`src/hw/rmdec_pkg.sv`:
```
// Constants and tables for the multichannel register map decoder
package rmdec_pkg;

    localparam int N_CHAN    = 4;
    localparam int CH_W      = 2;
    localparam int DATA_W    = 8;
    localparam int SLOT_W    = 6;
    localparam int N_SLOTS   = 42;
    localparam int N_PERCH   = 40;
    localparam int N_GROUPS  = 6;
    localparam int MEM_DEPTH = 256;

    // Protocol held in the low field of each channel's mode register
    typedef enum logic [1:0] {
        PROTO_ASYNC,
        PROTO_SYNC,
        PROTO_PPP,
        PROTO_NONE
    } rmdec_proto_e;

    localparam int PROTO_LSB = 0;
    localparam int PROTO_MSB = 1;

    // Which protocols a location answers in
    localparam logic [2:0] CL_ANY    = 3'h0;
    localparam logic [2:0] CL_ASYNC  = 3'h1;
    localparam logic [2:0] CL_SYNC   = 3'h2;
    localparam logic [2:0] CL_PPP    = 3'h3;
    localparam logic [2:0] CL_NONPPP = 3'h4;

    // Function groups of the loaded control program
    localparam logic [2:0] GR_CORE  = 3'h0;
    localparam logic [2:0] GR_ASYNC = 3'h1;
    localparam logic [2:0] GR_SYNC  = 3'h2;
    localparam logic [2:0] GR_PPP   = 3'h3;
    localparam logic [2:0] GR_CLOCK = 3'h4;
    localparam logic [2:0] GR_MODEM = 3'h5;

    // Slots of special meaning; slots 40 and up are global
    localparam logic [5:0] SLOT_CMR      = 6'h09;
    localparam logic [5:0] SLOT_CSR      = 6'h0a;
    localparam logic [5:0] SLOT_SPC_LO   = 6'h0d;
    localparam logic [5:0] SLOT_SPC_HI   = 6'h10;
    localparam logic [5:0] SLOT_FIRST_GL = 6'h28;
    localparam logic [5:0] SLOT_FWREV    = 6'h28;
    localparam logic [5:0] SLOT_CHSEL    = 6'h29;

    // Slot order: channel_option_7 tx_mapped_char_2 ccr special_transmit_command channel_option_1..channel_option_5 cmr csr channel_option_6 tx_mapped_char_1
    // special_char_1..4 rx_frame_address_1..4 tx_ctrl_char_map_0..3 scrl special_char_range_high rx_ctrl_char_map_0..3 literal_next_char tx_mapped_char_3
    // rx_baud_period rx_clock_option tx_baud_period tx_clock_option crc_poly_select rts dtr fwrev chsel
    localparam logic [7:0] LE_ADDR [N_SLOTS] = '{
        8'h04, 8'h04, 8'h10, 8'h11, 8'h13, 8'h14, 8'h15, 8'h16, 8'h17,
        8'h18, 8'h19, 8'h1b, 8'h1b, 8'h1c, 8'h1d, 8'h1e, 8'h1f, 8'h1c,
        8'h1d, 8'h1e, 8'h1f, 8'h1c, 8'h1d, 8'h1e, 8'h1f, 8'h20, 8'h21,
        8'h20, 8'h21, 8'h22, 8'h23, 8'h2d, 8'h2d, 8'hc9, 8'hca, 8'hc1,
        8'hc2, 8'hd4, 8'hdc, 8'hdd, 8'h82, 8'hec};
    localparam logic [7:0] BE_ADDR [N_SLOTS] = '{
        8'h07, 8'h07, 8'h13, 8'h12, 8'h10, 8'h17, 8'h16, 8'h15, 8'h14,
        8'h1b, 8'h1a, 8'h18, 8'h18, 8'h1f, 8'h1e, 8'h1d, 8'h1c, 8'h1f,
        8'h1e, 8'h1d, 8'h1c, 8'h1f, 8'h1e, 8'h1d, 8'h1c, 8'h23, 8'h22,
        8'h23, 8'h22, 8'h21, 8'h20, 8'h2e, 8'h2e, 8'hcb, 8'hc8, 8'hc3,
        8'hc0, 8'hd6, 8'hde, 8'hdf, 8'h81, 8'hee};
    localparam logic [2:0] SLOT_CLASS [N_SLOTS] = '{
        CL_NONPPP, CL_PPP, CL_ANY, CL_ANY, CL_ANY, CL_ANY, CL_ANY,
        CL_ANY, CL_ANY, CL_ANY, CL_ANY, CL_NONPPP, CL_PPP,
        CL_ASYNC, CL_ASYNC, CL_ASYNC, CL_ASYNC,
        CL_SYNC, CL_SYNC, CL_SYNC, CL_SYNC,
        CL_PPP, CL_PPP, CL_PPP, CL_PPP, CL_ASYNC, CL_ASYNC,
        CL_PPP, CL_PPP, CL_PPP, CL_PPP, CL_ASYNC, CL_PPP,
        CL_ANY, CL_ANY, CL_ANY, CL_ANY, CL_SYNC, CL_ANY, CL_ANY,
        CL_ANY, CL_ANY};
    localparam logic [2:0] SLOT_GROUP [N_SLOTS] = '{
        GR_CORE, GR_PPP, GR_CORE, GR_CORE, GR_CORE, GR_CORE, GR_CORE,
        GR_CORE, GR_CORE, GR_CORE, GR_CORE, GR_CORE, GR_PPP,
        GR_ASYNC, GR_ASYNC, GR_ASYNC, GR_ASYNC,
        GR_SYNC, GR_SYNC, GR_SYNC, GR_SYNC,
        GR_PPP, GR_PPP, GR_PPP, GR_PPP, GR_ASYNC, GR_ASYNC,
        GR_PPP, GR_PPP, GR_PPP, GR_PPP, GR_ASYNC, GR_PPP,
        GR_CLOCK, GR_CLOCK, GR_CLOCK, GR_CLOCK, GR_SYNC, GR_MODEM,
        GR_MODEM, GR_CORE, GR_CORE};

    localparam logic [7:0] CMR_RESET   = 8'h00;
    localparam logic [7:0] FWREV_RESET = 8'h00;
    localparam logic [1:0] CHSEL_RESET = 2'h0;
    localparam logic       STRAP_RESET = 1'b1;
    localparam logic [7:0] READ_ZERO   = 8'h00;

endpackage

```
`src/hw/rmdec_top.sv`:
```
// Register map decoder and channel-banked register file
// How it works
// - Global registers exist once and are reachable whatever channel is active.
// - Each per-channel register has one copy per channel and only the active channel's copy is accessed.
// - Outside interrupt context the host sets the active channel by writing channel_select, which holds until rewritten.
// - During interrupt service and DMA the device supplies the active channel itself.
// - Some per-channel locations mean different registers in async, sync and PPP operation.
// - Every register decodes at one address in the little-endian map and another in the big-endian map.
// - Registers whose function is missing from the loaded control program are not valid.
// - A high byte-order strap selects the little-endian map and a low strap the big-endian map.
`timescale 1ns/100ps
module rmdec_top
    import rmdec_pkg::*;
#(
    parameter int NCH = N_CHAN
) (
    input  wire logic                  clk,
    input  wire logic                  rst_n,
    input  wire logic                  byte_order_strap,
    input  wire logic                  host_rd,
    input  wire logic                  host_wr,
    input  wire logic [7:0]            host_addr,
    input  wire logic [DATA_W-1:0]     host_wdata,
    output logic      [DATA_W-1:0]     host_rdata,
    output logic                       host_ack,
    input  wire logic                  ctx_active,
    input  wire logic [CH_W-1:0]       ctx_channel,
    input  wire logic [N_GROUPS-1:0]   func_present,
    input  wire logic [NCH*DATA_W-1:0] chan_status,
    output logic      [CH_W-1:0]       active_channel,
    output logic                       little_endian_map
);

    // Class of a location against the active protocol
    function automatic logic class_ok(input logic [2:0] cl,
                                      input rmdec_proto_e pr);
        logic ok;
        ok = 1'b0;
        case (cl)
            CL_ANY:    ok = 1'b1;
            CL_ASYNC:  ok = (pr == PROTO_ASYNC);
            CL_SYNC:   ok = (pr == PROTO_SYNC);
            CL_PPP:    ok = (pr == PROTO_PPP);
            CL_NONPPP: ok = (pr != PROTO_PPP);
            default:   ok = 1'b0;
        endcase
        return ok;
    endfunction

    // Returns {hit, slot}; only one slot can match for one protocol
    function automatic logic [SLOT_W:0] decode(
        input logic [7:0]          a,
        input logic                le,
        input rmdec_proto_e        pr,
        input logic [N_GROUPS-1:0] fp);
        logic [SLOT_W:0] r;
        logic [7:0]      loc;
        r = '0;
        loc = '0;
        for (int i = 0; i < N_SLOTS; i++) begin
            loc = le ? LE_ADDR[i] : BE_ADDR[i];
            if (loc == a && class_ok(SLOT_CLASS[i], pr)
                && fp[SLOT_GROUP[i]]) begin
                r = {1'b1, SLOT_W'(i)};
            end
        end
        return r;
    endfunction

    // Strap comes from a pin: two flops before use
    logic strap_meta_q;
    logic strap_q;

    always_ff @(posedge clk or negedge rst_n) begin
        if (!rst_n) begin
            strap_meta_q <= STRAP_RESET;
            strap_q      <= STRAP_RESET;
        end else begin
            strap_meta_q <= byte_order_strap;
            strap_q      <= strap_meta_q;
        end
    end

    // Global registers and the per-channel mode registers
    logic [CH_W-1:0]   chsel_q;
    logic [DATA_W-1:0] fwrev_q;
    logic [DATA_W-1:0] cmr_q [NCH];

    // Active channel and its protocol
    logic [CH_W-1:0] act_ch;
    rmdec_proto_e    proto;
    logic [SLOT_W:0] dec;
    logic            hit;
    logic [SLOT_W-1:0] slot;
    logic            is_global;
    logic            rd_go;
    logic            wr_go;

    assign act_ch = ctx_active ? ctx_channel : chsel_q;
    assign proto  = rmdec_proto_e'(cmr_q[act_ch][PROTO_MSB:PROTO_LSB]);
    assign dec    = decode(host_addr, strap_q, proto, func_present);
    assign hit    = dec[SLOT_W];
    assign slot   = dec[SLOT_W-1:0];
    assign is_global = hit && (slot >= SLOT_FIRST_GL);
    assign rd_go  = host_rd;
    // A read and write together: the read is taken, the write dropped
    assign wr_go  = host_wr && !host_rd && hit;

    always_ff @(posedge clk or negedge rst_n) begin
        if (!rst_n) begin
            chsel_q <= CHSEL_RESET;
        end else if (wr_go && slot == SLOT_CHSEL) begin
            // Held until the host writes it again, even across contexts
            chsel_q <= host_wdata[CH_W-1:0];
        end
    end

    always_ff @(posedge clk or negedge rst_n) begin
        if (!rst_n) begin
            fwrev_q <= FWREV_RESET;
        end else if (wr_go && slot == SLOT_FWREV) begin
            fwrev_q <= host_wdata;
        end
    end

    // Mode registers kept in flops: they steer the decode every cycle
    always_ff @(posedge clk or negedge rst_n) begin
        if (!rst_n) begin
            for (int c = 0; c < NCH; c++) begin
                cmr_q[c] <= CMR_RESET;
            end
        end else if (wr_go && slot == SLOT_CMR) begin
            cmr_q[act_ch] <= host_wdata;
        end
    end

    // Banked storage: channel number forms the upper address bits
    logic              mem_we;
    logic [7:0]        mem_addr;
    logic [DATA_W-1:0] mem_rdata;

    assign mem_we   = wr_go && !is_global && slot != SLOT_CMR
                      && slot != SLOT_CSR;
    assign mem_addr = {act_ch, slot};

    rmdec_mem #(
        .WIDTH (DATA_W),
        .DEPTH (MEM_DEPTH),
        .AW    (8)
    ) u_mem (
        .clk     (clk),
        .we      (mem_we),
        .addr    (mem_addr),
        .wdata   (host_wdata),
        .rdata_q (mem_rdata)
    );

    // Read value for locations not in the memory
    logic [DATA_W-1:0] direct_d;
    logic              from_mem_d;

    always_comb begin
        direct_d   = READ_ZERO;
        from_mem_d = 1'b0;
        if (hit) begin
            if (slot == SLOT_CHSEL) begin
                direct_d = {{(DATA_W-CH_W){1'b0}}, chsel_q};
            end else if (slot == SLOT_FWREV) begin
                direct_d = fwrev_q;
            end else if (slot == SLOT_CMR) begin
                direct_d = cmr_q[act_ch];
            end else if (slot == SLOT_CSR) begin
                direct_d = chan_status[act_ch*DATA_W +: DATA_W];
            end else begin
                from_mem_d = 1'b1;
            end
        end
    end

    // Two-stage answer: memory read data is registered once
    logic              pend_q;
    logic              from_mem_q;
    logic [DATA_W-1:0] direct_q;

    always_ff @(posedge clk or negedge rst_n) begin
        if (!rst_n) begin
            pend_q     <= 1'b0;
            from_mem_q <= 1'b0;
            direct_q   <= READ_ZERO;
        end else begin
            pend_q     <= host_rd || host_wr;
            from_mem_q <= rd_go && from_mem_d;
            direct_q   <= rd_go ? direct_d : READ_ZERO;
        end
    end

    always_ff @(posedge clk or negedge rst_n) begin
        if (!rst_n) begin
            host_ack   <= 1'b0;
            host_rdata <= READ_ZERO;
        end else begin
            host_ack   <= pend_q;
            host_rdata <= from_mem_q ? mem_rdata : direct_q;
        end
    end

    always_ff @(posedge clk or negedge rst_n) begin
        if (!rst_n) begin
            active_channel    <= CHSEL_RESET;
            little_endian_map <= STRAP_RESET;
        end else begin
            active_channel    <= act_ch;
            little_endian_map <= strap_q;
        end
    end

    // Check helpers: built from the map tables, not from the decoder
    logic [7:0]        chsel_loc;
    logic [7:0]        fwrev_loc;
    logic [7:0]        spc_loc;
    logic [CH_W-1:0]   wdata_ch;
    logic [DATA_W-1:0] csr_now;

    assign chsel_loc = strap_q ? LE_ADDR[SLOT_CHSEL] : BE_ADDR[SLOT_CHSEL];
    assign fwrev_loc = strap_q ? LE_ADDR[SLOT_FWREV] : BE_ADDR[SLOT_FWREV];
    assign spc_loc   = strap_q ? LE_ADDR[SLOT_SPC_LO] : BE_ADDR[SLOT_SPC_LO];
    assign wdata_ch  = host_wdata[CH_W-1:0];
    assign csr_now   = chan_status[act_ch*DATA_W +: DATA_W];
endmodule // rmdec_top

```
`src/hw/rmdec_mem.sv`:
```
// Per-channel register storage with registered read data
`timescale 1ns/100ps
module rmdec_mem #(
    parameter int WIDTH = 8,
    parameter int DEPTH = 256,
    parameter int AW    = 8
) (
    input  wire logic             clk,
    input  wire logic             we,
    input  wire logic [AW-1:0]    addr,
    input  wire logic [WIDTH-1:0] wdata,
    output logic      [WIDTH-1:0] rdata_q
);

    logic [WIDTH-1:0] store [DEPTH];

    // Contents undefined until software programs them
    always_ff @(posedge clk) begin
        if (we) begin
            store[addr] <= wdata;
        end
        rdata_q <= store[addr];
    end

endmodule // rmdec_mem

```
`config.mk`:
```
export PLATFORM = sky130hd
export DESIGN_NAME = rmdec_top
export DESIGN_NICKNAME = d
export VERILOG_FILES = /design/src/hw/rmdec_pkg.sv /design/src/hw/rmdec_top.sv /design/src/hw/rmdec_mem.sv
export SDC_FILE = /design/constraint.sdc
export NUM_CORES = 2
export LEC_CHECK = 0
export ABC_AREA = 1
export BUFFER_PORTS_ARGS = -buffer_cell sky130_fd_sc_hd__buf_2
export CAP_MARGIN = 20
export CORE_UTILIZATION = 60
export CTS_CLUSTER_SIZE = 8
export DETAILED_ROUTE_END_ITERATION = 10
export GPL_TIMING_DRIVEN = 1
export PLACE_DENSITY = 0.76
export SYNTH_ARGS = -nofsm -noshare
export SYNTH_HDL_FRONTEND = slang
export SYNTH_SLANG_ARGS = --single-unit
```
`constraint.sdc`:
```
create_clock -name clk -period 4.4 [get_ports clk]
set_input_delay 0.66 -clock clk [delete_from_list [all_inputs] [get_ports clk]]
set_output_delay 0.66 -clock clk [all_outputs]
set_load 0.03 [all_outputs]
```
# == Yosys cells after proc, flatten, opt, wreduce, memory -nomap -nowiden ==
# Memories as Yosys holds them, arrays and structs flattened. A register that Yosys moved wholly into a read port is not among the register bits.
# Cells that the tools add are included.
# totals
reg_bits,66
ramBits,2048
wordCells,233
mem_count,1
input_bits,62
out_inout_bits,12
# mem_list
memory,depth,word_bits,rd,rd_ports_with_merged_regs,write_ports,line,text
u_mem.store,256,8,1,1,1,rmdec_mem.sv:15,logic [WIDTH-1:0] store [DEPTH];
# classes
n_reduce_logical,82
order_cmp,3
muxes,92
eq_ne,38
bitwise,1
shifts,1
# ops
operator,n
7-bit two-way mux,42
5-bit by 8-bit == test with 1-bit output,14
8-bit two-way mux,10
1-bit logical AND,78
8-bit == test,9
2-bit two-way mux,30
6-bit by 8-bit == test with 1-bit output,5
32-bit bitwise mux,1
32-bit by 6-bit variable part select with 8-bit output,1
8-bit binary-select mux with 2-bit select,1
8-bit demux with 2-bit select,1
"6-bit by 4-bit == test with 1-bit output, second input constant",2
"6-bit == test, second input constant",2
"6-bit by 4-bit inequality test with 1-bit output, second input constant",2
3-bit by 8-bit == test with 1-bit output,1
1-bit two-way mux,7
"6-bit >= comparator, second input constant",1
"3-bit >= comparator, second input constant",1
"3-bit by 1-bit < comparator with 1-bit output, second input constant",1
2-bit NOT with 3-bit output,1
"2-bit by 1-bit == test with 1-bit output, second input constant",1
"2-bit == test, second input constant",1
1-bit logical NOT,2
2-bit logical NOT,1
other kinds (2),2

# == Depth between registers and ports, before layout ==
# logic_depth
ltp_word,58
depth_mapped,34

# == Cells and area by module ==
# A second synthesis with hierarchy kept.
# unflattened
hier_cells,8518
hier_area_um2,88791.4
# by_module_without_submodules
mod,area_each_um2,instances,seq_area_each_um2,cells_each
rmdec_mem,84856.4,1,61659.1,8021
rmdec_top,3935.0,1,1655.3,497

# == Least setup slack after synthesis ==
# OpenSTA, ideal clock, no wires.
# synth_path
path_type,input port to flip-flop
start,in host_addr[1]
end,"mem u_mem.store[84][0], enable pin"
arrival_time_ps,3681
required_ps,4030
setup_time_ps,370
slack_ps,349
stages,21
cell_sequence,xnor2_1 > nor2_1 > nand2_1 > nand2_1 > inv_1 > nand4_1 > nor2_1 > nand4_1 > nor2_1 > nand4_1 > nor2_1 > nand4_1 > nor2_2 > nand3_2 > buf_6 > buf_6 > buf_2 > nor3_2 > nand2_1 > clkbuf_1 > nor2_1
# synth_via
elab_chain_len,52
elab_cells_between_ends,149
# synth_rtl
element,line,text
start: declaration,rmdec_top.sv:22,"input wire logic [7:0] host_addr,"
3-bit by 8-bit == test with 1-bit output,rmdec_top.sv:62,"if (loc == a && class_ok(SLOT_CLASS[i], pr)"
1-bit logical AND,rmdec_top.sv:62,
1-bit logical AND,rmdec_top.sv:63,&& fp[SLOT_GROUP[i]]) begin
7-bit two-way mux (40 in series),rmdec_top.sv:62,
7-bit two-way mux *,rmdec_top.sv:62,
6-bit >= comparator / 7-bit two-way mux (equally long branches),"rmdec_top.sv:104, rmdec_top.sv:62",
1-bit logical AND,rmdec_top.sv:104,assign is_global = hit && (slot >= SLOT_FIRST_GL);
1-bit logical NOT,rmdec_top.sv:142,assign mem_we = wr_go && !is_global && slot != SLOT_CMR
1-bit logical AND (2 in series),rmdec_top.sv:142,
1-bit logical AND,rmdec_top.sv:143,&& slot != SLOT_CSR;
1-bit two-way mux,rmdec_mem.sv:19,if (we) begin
1-bit two-way mux (not written as such),rmdec_mem.sv:20,store[addr] <= wdata;
end: declaration,rmdec_mem.sv:15,
# Every way passes the cells marked *; elsewhere a longest branch is shown, timed or not.

# == Final worst setup path ==
# layout_path
start,reg strap_q
end,reg u_mem.rdata_q[6] (read register of u_mem.store)
# layout_via
elab_chain_len,45
elab_cells_between_ends,164
# layout_rtl
element,line,text
start: declaration,rmdec_top.sv:72,logic strap_q;
start signal: assignment,rmdec_top.sv:80,strap_q <= strap_meta_q;
2-bit two-way mux,rmdec_top.sv:61,loc = le ? LE_ADDR[i] : BE_ADDR[i];
3-bit by 8-bit == test with 1-bit output,rmdec_top.sv:62,
1-bit logical AND,rmdec_top.sv:62,
1-bit logical AND,rmdec_top.sv:63,
7-bit two-way mux (40 in series),rmdec_top.sv:62,
7-bit two-way mux *,rmdec_top.sv:62,
end: declaration,rmdec_mem.sv:12,output logic [WIDTH-1:0] rdata_q
# Marks and branches as above.
# A chain may end at the register's enable or synchronous reset.

==> flow_summary_export.csv <==
group,metric,value,unit
cells_and_area,area_delta_synth_final,20.6,%
place,globalplace.congestion,0.971,
floorplan,dieArea,115000,sq um
routing,firstDrtPassIters,7,
logic_synthesis,syn_inst,6510,
critical_path,cp_slowest_cell,"dfstp_2",
routing,drt_iter0_markers,7077,
routing,route.met3.wl,24600,um
logic_synthesis,synth_area,68000,sq um
place,hpwlAfterDp,123000,um
clock_network,clkSlewWorstSetupHoldPaths,0.05,ns
logic_synthesis,synth_seq_area_share,0.703,
critical_path,worst-path-buf-inv,9,
routing,wl,203000,um
sta,setup_violations,0,
logic_synthesis,yosysUniqueCellTypes,43,
critical_path,required,5.08,ns
logic_synthesis,ys_seq_elements,1606,
critical_path,cp_slowest_stage_delay,0.57,ns
critical_path,crit_fanout,27,
cells_and_area,fin_util,0.729,
grt,grt_usage,0.351,
routing,wl_met2,94200,um
power_and_ir_drop,switchingPower,7.39,mW
clock_network,clock_path_buffers,3,
power_and_ir_drop,power.density,412,nW/um^2
sta,maxSlewHeadroom,0.177,
critical_path,path_class,"flop to flop",
grt,grt_max_degree,138,
floorplan,die_h,339,um
run_status,status,"completed",
logic_synthesis,synth_area_leaders,"edfxtp_1, nand2_1, nand4_1",
cells_and_area,instances_no_fill,8912,
clock_network,htreeDepth,4,
logic_synthesis,synth_top_area_share,0.676,
power_and_ir_drop,p_int,26.4,mW
min_path,hold_class,"input pin to flop",
routing,wl_met1,72600,um
floorplan,ios,74,
logic_synthesis,synthFlopType,"edfxtp_1",
sta,maxSlewViolCount,0,
critical_path,startpoint_type,"flop",
floorplan,rows,123,
grt,grt_overflow_total,0,
logic_synthesis,syn_avg_cell_area,10.4,sq um
logic_synthesis,synth_edf_count,1532,
sta,period_share,0.985,
critical_path,cpMostUsedCell,"nand2_1",
power_and_ir_drop,pwr-share-clk,0.443,
routing,remaining_drc_errors,0,
sta,hold_viol_final,0,
floorplan,initial_utilization,0.605,
critical_path,critPathTopFamily,"simple AND/OR/NAND/NOR gates",
sta,max_freq,231,MHz
routing,wl_per_cell,22.8,um
floorplan,die_w,339,um
critical_path,cp-end-kind,"flop",
sta,setup_tns,0,ns
grt,grt_pass1_wl,302000,um
critical_path,arrival,5.02,ns
logic_synthesis,synthArstFlopShare,0.0411,
power_and_ir_drop,power.leakage,34.3,nW
sta,min_period,4.33,ns
logic_synthesis,yosysWarnings,0,
routing,vias_per_cell,5.85,
place,port_buffers,73,
sta,rsz0062_at_grt,"true",
floorplan,core,112000,sq um
clock_network,root_buffer,"clkbuf_16",
run,maxCapViolations,0,
logic_synthesis,yosysTopAreaCell,"edfxtp_1",
routing,vias,52200,
power_and_ir_drop,irDropWorstVdd,0.000351,V
sta,worstMarginPinSlew,1.23,ns
logic_synthesis,ys_top_cells_by_count,"nand2_1, edfxtp_1, nand4_1",
cells_and_area,drive_above_1_share,0.145,
cells_and_area,fillers,7423,
clock_network,insertion_delay,0.82,ns
power_and_ir_drop,p_seq_frac,0.508,
routing,top_layer,"met4",
power_and_ir_drop,pwr-share-comb,0.049,
logic_synthesis,yosysMostFrequentCell,"nand2_1",
grt,antenna_found_initial,1,
clock_network,cts_sinks,1606,
clock_network,cts_tree,"done",
clock_network,cts_made_buffers,218,
sta,finalClockSkew,0.0478,ns
power_and_ir_drop,swShare,0.219,
routing,final_antenna_net_count,0,
cells_and_area,fin_nets,7420,
grt,grt_pass1_vias,51000,
place,place_inst,8622,
==> metal layers <==
metal	vias to the layer above	GRT usage
met5	-	0
met3	626	0.0735
met2	3609	0.553
li1	23200	-
met4	0	0.199
met1	24800	0.456
==> state kept, by name, summed over array words and instances, names as in the netlist, 2 cells and up <==
| register | flops |
|---|---|
| chsel_q | 2 |
| host_rdata | 8 |
| cmr_q | 32 |
| direct_q | 8 |
| fwrev_q | 8 |
| u_mem.store | 1532 |
| active_channel | 2 |
| u_mem.rdata_q | 8 |
==> power by group through the flow <==
stage                     clock (mW)  sequential (mW)  combinational (mW)
final                           15.0             17.1                1.67
after global routing            15.6             17.1                1.79
after CTS                       15.0             17.1                1.59
after detailed placement           0             17.4                1.56
after global placement             0             17.4                1.53
after floorplan                    0             17.4               0.719
==> worst paths after layout <==
path | from | to | slack [ns] | cells after the start
max in group asynchronous | rst_n | direct_q[7] | 3.04 | 3
hold reg to reg | pend_q | host_ack | 0.35 | 0
min in group asynchronous | rst_n | host_ack | 0.40 | 2
setup / recovery | strap_q | u_mem.rdata_q[6] | 0.07 | 30
hold / removal | host_wr | pend_q | 0.09 | 2
setup reg to reg | strap_q | u_mem.rdata_q[6] | 0.07 | 30
==> cell usage in the layout, fill, tap and decap left out, types with 38 or more instances in the layout <==
master / Yosys / routed
buf_12: 0 / 74
buf_2: 120 / 65
buf_4: 1 / 503
clkbuf_1: 213 / 39
clkbuf_16: 0 / 224
conb_1: 1 / 316
dfrtp_1: 63 / 63
edfxtp_1: 1532 / 1532
inv_1: 100 / 100
mux2_2: 38 / 38
nand2_1: 3512 / 3504
nand3_1: 83 / 81
nand4_1: 295 / 295
nor2_1: 282 / 208
nor2_2: 7 / 62
o21ai_0: 69 / 51
==> kinds of logic (layout without fill, tap and decap cells) <==
family	Yosys count	in the layout	share of synthesized area
compound gates	182	182	0.0157
flops	1606	1606	0.703
simple gates	4209	4209	0.246
mux	38	38	0.00629
xor+xnor	2	2	0.000258
buf+inv	472	1056	0.0288
other cells	1	319	0.0000551
==> stage by stage <==
stage | worst slack, ns | cell area (sq um) | hold WS, ns | power (mW)
after global routing | -0.112 | 82000 | 0.0883 | 34.6
final | 0.0680 | 82000 | 0.0898 | 33.8
after global placement | -0.849 | 75400 | 0.343 | 18.9
after detailed placement | -0.870 | 75400 | 0.340 | 19.0
after CTS | 0.0199 | 81500 | 0.0734 | 33.7
after floorplan | 0.349 | 69200 | 0.331 | 18.1
==> layout make-up <==
type | count | area, sq um | share of cell area
Sequential cell | 1606 | 47800 | 0.583
Antenna cell | 3 | 7.51 | 0.0000915
Timing Repair Buffer | 671 | 6060 | 0.0739
Clock inverter | 13 | 279 | 0.00340
Multi-Input combinational cell | 4747 | 19900 | 0.242
Clock buffer | 258 | 5630 | 0.0686
Tap cell | 1500 | 1880 | 0.0229
Inverter | 114 | 474 | 0.00578
==> what timing repair did <==
| item | in CTS | in global routing |
|---|---|---|
| hold endpoints to repair | 25 | 0 |
| gates resized for setup | 55 | 98 |
| hold buffers | 2 | 0 |
| pin swaps | 0 | 1 |
| cloned | 0 | 5 |
| endpoints found under the setup margin | 830 | 981 |
| buffers inserted | 2 | 6 |
(Power assumes the default switching activity.)
